$ cat src/design/csc_pkg.sv
// shared constants and types of the stream recovery core
`default_nettype none
package csc_pkg;
	// ************************************************************
	// register byte offsets
	// ************************************************************
	localparam logic [5:0] OFF_CONTROL = 6'h00;
	localparam logic [5:0] OFF_STATUS = 6'h04;
	localparam logic [5:0] OFF_SIZE = 6'h08;
	localparam logic [5:0] OFF_LEVELS = 6'h0C;
	localparam logic [5:0] OFF_COEF_A = 6'h10;
	localparam logic [5:0] OFF_COEF_D = 6'h1C;
	localparam logic [5:0] OFF_OFFS_R = 6'h20;
	localparam logic [5:0] OFF_OFFS_B = 6'h28;
	// ************************************************************
	// field positions and widths
	// ************************************************************
	localparam int CTL_ENABLE = 0;
	localparam int CTL_CLIP = 1;
	localparam int SIZE_ROWS_LSB = 16;
	localparam int LEVEL_LOWER_LSB = 16;
	localparam int DIM_W = 13;
	localparam int COEF_W = 17;
	localparam int FRAC = 16;
	localparam int SUM_W = 48;
	// ************************************************************
	// reset values
	// ************************************************************
	localparam logic [31:0] RST_CONTROL = 32'h0000_0003;
	localparam logic [31:0] RST_SIZE = 32'h0438_0780;
	localparam logic [31:0] RST_LEVELS = 32'h0010_00F0;
	localparam logic [16:0] RST_COEF = 17'h0_0000;
	localparam logic [31:0] RST_OFFS = 32'h0000_0000;
	// ************************************************************
	// access timeout and answers
	// ************************************************************
	localparam int TIMEOUT_CYCLES = 128;
	localparam logic [6:0] TMO_LAST = 7'(TIMEOUT_CYCLES - 1);
	localparam logic [1:0] RESP_OK = 2'h0;
	localparam logic [1:0] RESP_SLVERR = 2'h2;
	localparam logic [1:0] RESP_DECERR = 2'h3;
	typedef enum logic [1:0] {WAIT_SOF, RUN, DROP_LINE} frame_state_t;
endpackage
`default_nettype wire

$ cat src/design/csc_stream_core.sv
// color-space stream core: saturation, frame recovery, register access
//
// The placing of the registers and the Avalon-MM slave port are this design's own decisions.
`default_nettype none
// Functional notes
// - with clipping built in, overflowing or underflowing outputs saturate
// - without clipping logic, out-of-range outputs wrap in plain binary
// - outputs limited by programmable upper_clip_level and lower_clamp_level
// - both stream ports run on the single video clock
// - control port on the same single clock; only video reset and enable are synchronised
// - register transactions always complete, even with video stalled
// - video clock enable freezes video logic, not aligned to frames
// - control port clock enable gates only the register port
// - video reset clears only stream and video logic
// - control reset resets the whole core asynchronously, with no synchroniser
// - register access not done within 128 cycles answers with error
// - registers inaccessible while video reset, enable low or clock stopped
// - timed-out read or write answers with response code 10
// - status shows processing state including last frame finished
// - frame size predicts markers; early or missing markers are errors
// - early input start of frame starts output frame at once
// - late start of frame: output at programmed place, surplus dropped
// - early end_of_line_marker ends output line at once
// - late end_of_line_marker: output at programmed place, surplus dropped
// - coefficients 17-bit two's complement; luma and chroma unsigned
module csc_stream_core #(
	parameter int DW = 8,
	parameter bit HAS_CLIP = 1'b1
) (
	input wire logic CLK,
	input wire logic RST_N,
	input wire logic VIDEO_RESET_N,
	input wire logic VIDEO_CLOCK_ENABLE,
	input wire logic CONTROL_PORT_CLOCK_ENABLE,
	input wire logic [5:0] ADDRESS,
	input wire logic READ,
	input wire logic WRITE,
	input wire logic [31:0] WRITEDATA,
	input wire logic [3:0] BYTEENABLE,
	output logic [31:0] READDATA,
	output logic WAITREQUEST,
	output logic [1:0] RESPONSE,
	input wire logic [3*DW-1:0] S_TDATA,
	input wire logic S_TVALID,
	input wire logic S_TUSER,
	input wire logic S_TLAST,
	output logic S_TREADY,
	output logic [3*DW-1:0] M_TDATA,
	output logic M_TVALID,
	output logic M_TUSER,
	output logic M_TLAST,
	input wire logic M_TREADY
);
	localparam int SW = csc_pkg::SUM_W;
	localparam int NW = csc_pkg::DIM_W;

	// ************************************************************
	// helper functions
	// ************************************************************
	function automatic logic [31:0] merge(input logic [31:0] old, input logic [31:0] wd, input logic [3:0] be);
		logic [31:0] res;
		res = old;
		for (int i = 0; i < 4; i++)
			if (be[i])
				res[8*i +: 8] = wd[8*i +: 8];
		return res;
	endfunction

	function automatic logic signed [SW-1:0] mac(input logic [DW-1:0] y, input logic [DW-1:0] c1,
		input logic signed [16:0] k1, input logic [DW-1:0] c2, input logic signed [16:0] k2,
		input logic [31:0] off);
		logic signed [SW-1:0] acc;
		acc = SW'($signed({1'b0, y})) <<< csc_pkg::FRAC;
		acc = acc + SW'(k1) * SW'($signed({1'b0, c1}));
		acc = acc + SW'(k2) * SW'($signed({1'b0, c2}));
		acc = acc + SW'($signed(off));
		return acc >>> csc_pkg::FRAC;
	endfunction

	function automatic logic [DW-1:0] limit(input logic signed [SW-1:0] v, input logic on,
		input logic [DW-1:0] hi, input logic [DW-1:0] lo);
		logic signed [SW-1:0] h;
		logic signed [SW-1:0] l;
		h = SW'($signed({1'b0, hi}));
		l = SW'($signed({1'b0, lo}));
		if (on && v > h)
			return hi;
		else if (on && v < l)
			return lo;
		else
			return v[DW-1:0];
	endfunction

	// ************************************************************
	// video reset and enable synchronisers
	// ************************************************************
	logic vrst_meta_ff;
	logic vrst_ff;
	logic ven_meta_ff;
	logic ven_ff;
	logic video_run;

	always_ff @(posedge CLK or negedge RST_N)
	begin
		if (!RST_N)
		begin
			vrst_meta_ff <= 1'b0;
			vrst_ff <= 1'b0;
			ven_meta_ff <= 1'b0;
			ven_ff <= 1'b0;
		end
		else
		begin
			vrst_meta_ff <= VIDEO_RESET_N;
			vrst_ff <= vrst_meta_ff;
			ven_meta_ff <= VIDEO_CLOCK_ENABLE;
			ven_ff <= ven_meta_ff;
		end
	end

	// video side ready only after crossing
	assign video_run = vrst_ff && ven_ff;

	// ************************************************************
	// register access
	// ************************************************************
	logic [31:0] control_ff;
	logic [31:0] size_ff;
	logic [31:0] levels_ff;
	logic [16:0] coef_ff [4];
	logic [31:0] offs_ff [3];
	logic [3:0] flag_ff;
	logic [6:0] tmo_ff;
	logic req;
	logic acc_ok;
	logic acc_to;
	logic wr_do;
	logic [5:0] coef_rel;
	logic [5:0] offs_rel;
	logic is_coef;
	logic is_offs;
	logic mapped;
	logic [31:0] status_word;
	logic [31:0] rd_mux;
	logic [3:0] flag_set;
	logic [3:0] flag_clr;
	logic [NW-1:0] cols;
	logic [NW-1:0] rows;
	logic [DW-1:0] upper;
	logic [DW-1:0] lower;
	logic clip_on;
	csc_pkg::frame_state_t state_ff;

	assign req = READ || WRITE;
	assign acc_ok = WAITREQUEST && req && video_run;
	assign acc_to = WAITREQUEST && req && !video_run && tmo_ff == csc_pkg::TMO_LAST;
	assign wr_do = CONTROL_PORT_CLOCK_ENABLE && !WAITREQUEST && WRITE && RESPONSE == csc_pkg::RESP_OK;
	assign coef_rel = ADDRESS - csc_pkg::OFF_COEF_A;
	assign offs_rel = ADDRESS - csc_pkg::OFF_OFFS_R;
	assign is_coef = ADDRESS >= csc_pkg::OFF_COEF_A && ADDRESS <= csc_pkg::OFF_COEF_D && ADDRESS[1:0] == 2'h0;
	assign is_offs = ADDRESS >= csc_pkg::OFF_OFFS_R && ADDRESS <= csc_pkg::OFF_OFFS_B && ADDRESS[1:0] == 2'h0;
	assign mapped = is_coef || is_offs || ADDRESS == csc_pkg::OFF_CONTROL || ADDRESS == csc_pkg::OFF_STATUS
		|| ADDRESS == csc_pkg::OFF_SIZE || ADDRESS == csc_pkg::OFF_LEVELS;
	// busy, last frame done and error flags
	assign status_word = {26'h0, flag_ff, state_ff == csc_pkg::WAIT_SOF && !M_TVALID,
		state_ff != csc_pkg::WAIT_SOF || M_TVALID};
	assign rd_mux = ADDRESS == csc_pkg::OFF_CONTROL ? control_ff
		: ADDRESS == csc_pkg::OFF_STATUS ? status_word
		: ADDRESS == csc_pkg::OFF_SIZE ? size_ff
		: ADDRESS == csc_pkg::OFF_LEVELS ? levels_ff
		: is_coef ? {15'h0, coef_ff[coef_rel[3:2]]}
		: is_offs ? offs_ff[offs_rel[3:2]]
		: 32'h0;
	assign flag_clr = (wr_do && BYTEENABLE[0] && ADDRESS == csc_pkg::OFF_STATUS) ? WRITEDATA[5:2] : 4'h0;

	// answer always comes, data or timeout
	always_ff @(posedge CLK or negedge RST_N)
	begin
		if (!RST_N)
		begin
			WAITREQUEST <= 1'b1;
			RESPONSE <= csc_pkg::RESP_OK;
			READDATA <= 32'h0;
			tmo_ff <= 7'h0;
		end
		else if (!WAITREQUEST)
		begin
			WAITREQUEST <= 1'b1;
			tmo_ff <= 7'h0;
		end
		else if (CONTROL_PORT_CLOCK_ENABLE && (acc_ok || acc_to))
		begin
			WAITREQUEST <= 1'b0;
			READDATA <= (acc_ok && READ) ? rd_mux : 32'h0;
			RESPONSE <= acc_to ? csc_pkg::RESP_SLVERR : (mapped ? csc_pkg::RESP_OK : csc_pkg::RESP_DECERR);
		end
		else if (CONTROL_PORT_CLOCK_ENABLE && req)
			tmo_ff <= tmo_ff + 7'h1;
	end

	always_ff @(posedge CLK or negedge RST_N)
	begin
		if (!RST_N)
		begin
			control_ff <= csc_pkg::RST_CONTROL;
			size_ff <= csc_pkg::RST_SIZE;
			levels_ff <= csc_pkg::RST_LEVELS;
			coef_ff <= '{default: csc_pkg::RST_COEF};
			offs_ff <= '{default: csc_pkg::RST_OFFS};
		end
		else if (wr_do)
		begin
			if (ADDRESS == csc_pkg::OFF_CONTROL)
				control_ff <= merge(control_ff, WRITEDATA, BYTEENABLE) & 32'h0000_0003;
			if (ADDRESS == csc_pkg::OFF_SIZE)
				size_ff <= merge(size_ff, WRITEDATA, BYTEENABLE) & 32'h1FFF_1FFF;
			if (ADDRESS == csc_pkg::OFF_LEVELS)
				levels_ff <= merge(levels_ff, WRITEDATA, BYTEENABLE);
			if (is_coef)
				coef_ff[coef_rel[3:2]] <= 17'(merge({15'h0, coef_ff[coef_rel[3:2]]}, WRITEDATA, BYTEENABLE));
			if (is_offs)
				offs_ff[offs_rel[3:2]] <= merge(offs_ff[offs_rel[3:2]], WRITEDATA, BYTEENABLE);
		end
	end

	// sticky flags, a set beats a clear
	always_ff @(posedge CLK or negedge RST_N)
	begin
		if (!RST_N)
			flag_ff <= 4'h0;
		else
			flag_ff <= (flag_ff & ~flag_clr) | flag_set;
	end

	// ************************************************************
	// conversion and saturation
	// ************************************************************
	logic [DW-1:0] in_y;
	logic [DW-1:0] in_cb;
	logic [DW-1:0] in_cr;
	logic signed [SW-1:0] r_full;
	logic signed [SW-1:0] g_full;
	logic signed [SW-1:0] b_full;

	assign cols = size_ff[NW-1:0];
	assign rows = size_ff[csc_pkg::SIZE_ROWS_LSB +: NW];
	assign upper = levels_ff[DW-1:0];
	assign lower = levels_ff[csc_pkg::LEVEL_LOWER_LSB +: DW];
	// saturate only when built in and enabled
	assign clip_on = HAS_CLIP && control_ff[csc_pkg::CTL_CLIP];
	assign in_y = S_TDATA[DW-1:0];
	assign in_cb = S_TDATA[2*DW-1:DW];
	assign in_cr = S_TDATA[3*DW-1:2*DW];
	assign r_full = mac(in_y, in_cr, coef_ff[0], in_cb, 17'sh0, offs_ff[0]);
	assign g_full = mac(in_y, in_cr, coef_ff[1], in_cb, coef_ff[2], offs_ff[1]);
	assign b_full = mac(in_y, in_cb, coef_ff[3], in_cr, 17'sh0, offs_ff[2]);

	// ************************************************************
	// frame tracking and marker recovery
	// ************************************************************
	logic [NW-1:0] col_ff;
	logic [NW-1:0] row_ff;
	logic take;
	logic drain;
	logic emit;
	logic load;
	logic [NW-1:0] pos_col;
	logic [NW-1:0] pos_row;
	logic at_line_end;
	logic at_last;
	logic out_line_end;
	csc_pkg::frame_state_t nxt_state;
	logic [NW-1:0] nxt_col;
	logic [NW-1:0] nxt_row;
	logic nxt_valid;
	logic nxt_ready;

	assign take = S_TVALID && S_TREADY && video_run;
	assign drain = M_TVALID && M_TREADY;
	assign pos_col = S_TUSER ? {NW{1'b0}} : col_ff;
	assign pos_row = S_TUSER ? {NW{1'b0}} : row_ff;
	assign at_line_end = pos_col == cols - {{NW-1{1'b0}}, 1'b1};
	assign at_last = pos_row == rows - {{NW-1{1'b0}}, 1'b1};
	assign emit = S_TUSER || state_ff == csc_pkg::RUN;
	assign load = take && emit;
	assign out_line_end = at_line_end || S_TLAST;
	assign flag_set = {take && emit && at_line_end && !S_TLAST,
		take && emit && S_TLAST && !at_line_end,
		take && !S_TUSER && state_ff == csc_pkg::WAIT_SOF,
		take && S_TUSER && state_ff != csc_pkg::WAIT_SOF};

	always_comb
	begin
		nxt_state = state_ff;
		nxt_col = col_ff;
		nxt_row = row_ff;
		if (load && out_line_end)
		begin
			nxt_col = {NW{1'b0}};
			nxt_row = pos_row + {{NW-1{1'b0}}, 1'b1};
			nxt_state = S_TLAST ? csc_pkg::RUN : csc_pkg::DROP_LINE;
			if (at_last)
			begin
				nxt_row = {NW{1'b0}};
				nxt_state = csc_pkg::WAIT_SOF;
			end
		end
		else if (load)
		begin
			nxt_col = pos_col + {{NW-1{1'b0}}, 1'b1};
			nxt_row = pos_row;
			nxt_state = csc_pkg::RUN;
		end
		else if (take && state_ff == csc_pkg::DROP_LINE && S_TLAST)
			nxt_state = csc_pkg::RUN;
		nxt_valid = (M_TVALID && !drain) || load;
		nxt_ready = !nxt_valid && (control_ff[csc_pkg::CTL_ENABLE] || nxt_state != csc_pkg::WAIT_SOF);
		// video reset clears stream side only
		if (!vrst_ff)
		begin
			nxt_state = csc_pkg::WAIT_SOF;
			nxt_col = {NW{1'b0}};
			nxt_row = {NW{1'b0}};
			nxt_valid = 1'b0;
			nxt_ready = 1'b0;
		end
	end

	always_ff @(posedge CLK or negedge RST_N)
	begin
		if (!RST_N)
		begin
			state_ff <= csc_pkg::WAIT_SOF;
			col_ff <= {NW{1'b0}};
			row_ff <= {NW{1'b0}};
			M_TVALID <= 1'b0;
			S_TREADY <= 1'b0;
			M_TUSER <= 1'b0;
			M_TLAST <= 1'b0;
			M_TDATA <= {3*DW{1'b0}};
		end
		else if (ven_ff || !vrst_ff)
		begin
			state_ff <= nxt_state;
			col_ff <= nxt_col;
			row_ff <= nxt_row;
			M_TVALID <= nxt_valid;
			S_TREADY <= nxt_ready;
			if (load)
			begin
				M_TUSER <= S_TUSER;
				M_TLAST <= out_line_end;
				M_TDATA <= {limit(r_full, clip_on, upper, lower), limit(b_full, clip_on, upper, lower),
					limit(g_full, clip_on, upper, lower)};
			end
		end
	end
endmodule
`default_nettype wire

$ cat config.mk
export PLATFORM = sky130hd
export DESIGN_NAME = csc_stream_core
export DESIGN_NICKNAME = d
export VERILOG_FILES = /design/src/design/csc_pkg.sv /design/src/design/csc_stream_core.sv
export SDC_FILE = /design/constraint.sdc
export NUM_CORES = 2
export LEC_CHECK = 0
export BUFFER_PORTS_ARGS = -buffer_cell sky130_fd_sc_hd__buf_2
export CORE_MARGIN = 2
export CORE_UTILIZATION = 65
export DETAILED_ROUTE_END_ITERATION = 6
export GPL_ROUTABILITY_DRIVEN = 0
export MAX_ROUTING_LAYER = met4
export PLACE_DENSITY = 0.83
export SLEW_MARGIN = 5
export SYNTH_ARGS = -nofsm -noshare
export SYNTH_HDL_FRONTEND = slang
export SYNTH_SLANG_ARGS = --single-unit
$ cat constraint.sdc
create_clock -name CLK -period 8.8 [get_ports CLK]
set_input_delay 0 -clock CLK [delete_from_list [all_inputs] [get_ports CLK]]
set_output_delay 0 -clock CLK [all_outputs]
set_load 0.01 [all_outputs]
==> flow_results.org <==
** Drt
- After the first detailed-routing iteration, the DRC count stood at 3,760.
- Post-Route WL :: 123,000 um
- Routed vias/inst :: 6.26
- Count of vias placed by the detailed router :: 34,258
- Count of antenna-violating nets left after detailed routing :: 0
- In the final routed layout, each cell accounts on average for 22.5 um.
- For this run, the detailed router's first-pass iteration total came to 7.
- For this run, design rule violations remaining after detail routing come to 1.

** STA
- Across all hold checks on the routed design, the worst slack comes to 0.0304 ns.
- Final setup skew :: 0.0344 ns
- The number of slew-limit violations in the final report came to 0.
- Static timing analysis puts the maximum clock frequency at 119 MHz.
- Headroom to the max-slew limit :: 9.98%
- Portion of the clock cycle consumed by the worst path in the final layout :: 95.5%
- The final-report hold violation count was 0.
- Total Neg Setup Slack :: 0 ns
- Setup violations remaining at the end of the flow were counted as 0.
- Slew of the pin with the lowest slew margin :: 1.34 ns
- The clock period could shrink to 8.40 ns.
- RSZ-0062 raised after global routing :: no

** Clock tree
- TritonCTS clock tree :: yes
- Clock buffer count from CTS :: 35
- H-Tree Depth :: 2
- CTS Root Cell :: sky130_fd_sc_hd__clkbuf_16
- Counting along the longest clock path gives a buffer depth of 3.
- After clock tree synthesis, the clock-pin slew on the worst setup and hold paths is 0.07 ns.
- At the later pin of the worst-skew pair, clock insertion delay measures 0.57 ns.
- The clock net in this run drives a total of 330 sinks.

** Synthesis
- The share of synthesized area in the top cell type comes to 29.1%.
- Sequential share of the synthesized area :: 19.4%
- After synthesis the netlist holds a flip-flop and latch count of 330.
- By instance count, the leading cell after synthesis is sky130_fd_sc_hd__inv_1.
- Count of flip-flops with a built-in enable after synthesis :: 0
- In the synthesized netlist the async set-or-reset flop fraction comes to 100%.
- Total nets after synthesis :: 5,579
- Library cells used by synthesis :: 94
- Yosys printed 0 warnings.
- Yosys top cell by area :: sky130_fd_sc_hd__fa_1
- Area of the mapped netlist :: 42,700 um^2
- Averaged over all synthesized cells, the footprint is 9.41 um^2.
- After technology mapping, the gate count stands at 4,539.
- Most frequently used flop master after synthesis :: sky130_fd_sc_hd__dfrtp_1
- Most frequent cells after synthesis :: sky130_fd_sc_hd__inv_1, sky130_fd_sc_hd__fa_1, sky130_fd_sc_hd__nand2_1, sky130_fd_sc_hd__ha_1, sky130_fd_sc_hd__dfrtp_1
- In the post-synthesis netlist, the biggest area contributors are sky130_fd_sc_hd__fa_1, sky130_fd_sc_hd__dfrtp_1, sky130_fd_sc_hd__ha_1, sky130_fd_sc_hd__inv_1, sky130_fd_sc_hd__nand2_1.

** Finish
- The filler cells instantiated in the layout total 4,760.
- Layout Area Growth over Synthesis :: 6.77%
- The net count of the finished layout is 5,622.
- Share of cells above drive strength 1 :: 9.64%
- Multi-input gate area :: 30,700 um^2
- Summing all flip-flop and latch instances after layout gives 8280 um^2.
- Once layout is complete, the cells apart from fillers number 5,474.

** Setup path
- Data required, critical path :: 9.22 ns
- Worst reg-to-reg setup slack :: 0.40 ns
- The setup path with the least slack is of type flop to flop.
- The slowest stage of the critical path is the sky130_fd_sc_hd__xnor2_1 cell.
- Cell type group with the largest total delay on the critical path :: adder cells
- Together, buffers and inverters on the worst path number 3.
- Kind of start point of the critical path :: flop
- The worst register-to-register path begins at coef_ff[22]$_DFFE_PN0P_.
- Cell seen most often among critical-path stages :: sky130_fd_sc_hd__fa_1
- Data arrives at the worst endpoint at 8.82 ns.
- Critical path peak fanout :: 10
- Critical path origin :: coef_ff[22]$_DFFE_PN0P_
- Crit. End Element :: flop
- Critical path's largest stage delay :: 0.66 ns

** GRT
- Global-route wire length before repair :: 196,000 um
- Entering global routing, the biggest net connects 156 pins.
- Global route overflow :: 0
- The initial antenna violation count was 3.
- Global routing used 38.8% of the available tracks.
- The number of global-route vias before repair is 35,413.

** Place
- Cell count after placement :: 5,364
- Buffers placed on the I/O ports in this run total 139.
- Once detailed placement completed, the half-perimeter wirelength came to 97,300 um.

** Floorplan
- From bottom edge to top edge, the die measures 260 um.
- The core region is 65,400 um^2.
- The floorplan has 94 rows.
- The die covers 67,800 um^2.
- For this design the top-level I/O count stands at 140.
- In this run the horizontal extent of the chip is 260 um.
- Initial cell density of the core :: 65.3%

** Power
- For this design the ratio of total power to cell area is 86.4 nW/um^2.
- Largest vdd supply drop :: 138 uV
- Overall power after layout :: 3.94 mW
- Leakage power :: 23.1 nW

** Status
- Violated checks :: design-rule violations
- The flow ran to the end, but the final reports show violations.

** Worst hold path
- The path class of the tightest hold or removal check is input pin to flop.
- The worst hold path begins at WRITE.

** Job
- Max Cap Viol :: 0
tightest hold or removal path, cell delays in order:
cell and delay (ns):
sky130_fd_sc_hd__buf_2 0.12, sky130_fd_sc_hd__o211ai_1 0.17, sky130_fd_sc_hd__nor3_1 0.10, sky130_fd_sc_hd__nor2_1 0.10
sky130_fd_sc_hd__o21ai_0 0.07
final cells by class:
class	instances	area share, %
clock inverter	9	0.252
timing repair buffer	215	3.07
sequential	330	18.1
multi-input combinational	3208	67.4
antenna	3	0.0165
tap	864	2.37
clock buffer	53	2.27
inverter	792	6.52
timing repair:
action	4_1_cts	5_1_grt
resized for setup	0	5
endpoints found under the hold margin	258	0
setup endpoints to repair	0	6
hold buffers	44	0
buffers inserted	0	1
routing by layer:
metal  part of all wire [%]  up-vias  track usage, %
met5                      0        -               -
met4                    8.3        0            24.8
met3                     11      566            7.29
met2                     45     2129            57.9
met1                     36    16884            48.8
li1                       -    14679               -
logic make-up (layout without fill, tap and decap cells):
logic type / after synthesis / count (layout) / synth area share, %
adder cells (fa/ha/maj): 963 / 963 / 39.1
flip-flops: 330 / 330 / 19.4
multiplexers: 247 / 247 / 6.71
AND/OR/NAND/NOR: 1230 / 1230 / 14.1
other: 0 / 3 / 0
XOR/XNOR: 95 / 95 / 1.98
AO/OA/AOI/OAI: 673 / 673 / 9.90
buffers and inverters: 1001 / 1069 / 8.84
power by group:
part           leakage (nW)  switching, mW  total [mW]  internal [mW]
clock network         0.553          0.681        1.51          0.825
logic                  18.2          0.570       0.879          0.309
registers              4.32         0.0217        1.56           1.54
total                  23.1           1.27        3.94           2.67
worst paths after layout:
path                                                  end  cells past startpoint
max in group asynchronous         coef_ff[40]$_DFFE_PN0P_                      3
worst min register to register          vrst_ff$_DFF_PN0_                      0
worst max-delay path               M_TDATA[7]$_DFFE_PN0P_                     27
worst max register to register     M_TDATA[7]$_DFFE_PN0P_                     27
min in group asynchronous       levels_ff[28]$_DFFE_PN0P_                      2
worst min-delay path              RESPONSE[1]$_DFFE_PN0P_                      5
sequential cells by signal (all words and copies together), names as in the netlist, 2 cells and up:
| register | cells |
|---|---|
| M_TDATA | 24 |
| READDATA | 32 |
| RESPONSE | 2 |
| coef_ff | 68 |
| col_ff | 13 |
| control_ff | 2 |
| flag_ff | 4 |
| levels_ff | 32 |
| offs_ff | 96 |
| row_ff | 13 |
| size_ff | 26 |
| state_ff | 2 |
| tmo_ff | 7 |
cell usage in the layout (no fill, tap or decap), types with 24 or more instances in the layout:
| cell type | netlist | layout |
|---|---|---|
| sky130_fd_sc_hd__buf_2 | 3 | 137 |
| sky130_fd_sc_hd__buf_4 | 0 | 32 |
| sky130_fd_sc_hd__a221oi_1 | 31 | 31 |
| sky130_fd_sc_hd__a21oi_1 | 132 | 132 |
| sky130_fd_sc_hd__nor3_1 | 35 | 33 |
| sky130_fd_sc_hd__o21ai_0 | 269 | 266 |
| sky130_fd_sc_hd__a22o_1 | 24 | 24 |
| sky130_fd_sc_hd__dlygate4sd3_1 | 0 | 44 |
| sky130_fd_sc_hd__ha_1 | 341 | 341 |
| sky130_fd_sc_hd__xnor2_1 | 61 | 60 |
| sky130_fd_sc_hd__nand4_1 | 31 | 31 |
| sky130_fd_sc_hd__mux2_2 | 144 | 144 |
| sky130_fd_sc_hd__fa_1 | 622 | 622 |
| sky130_fd_sc_hd__nor2_1 | 107 | 103 |
| sky130_fd_sc_hd__clkbuf_16 | 0 | 35 |
| sky130_fd_sc_hd__nand3_1 | 40 | 40 |
| sky130_fd_sc_hd__nand2_1 | 580 | 580 |
| sky130_fd_sc_hd__nor2b_1 | 36 | 35 |
| sky130_fd_sc_hd__inv_1 | 791 | 790 |
| sky130_fd_sc_hd__and2_1 | 309 | 309 |
| sky130_fd_sc_hd__dfrtp_1 | 314 | 313 |
| sky130_fd_sc_hd__xor2_1 | 33 | 32 |
| sky130_fd_sc_hd__mux2i_1 | 86 | 86 |
per-stage QoR:
stage | util (%) | setup WS [ns] | instance area (um^2)
global route | 69.8 | 0.00537 | 45600
floorplan | - | 1.18 | 42700
global placement | 67.3 | 0.592 | 44000
finish | 69.8 | 0.398 | 45600
CTS | 69.7 | 0.336 | 45600
detailed placement | 67.3 | 0.329 | 44000
(Power assumes the default switching activity.)
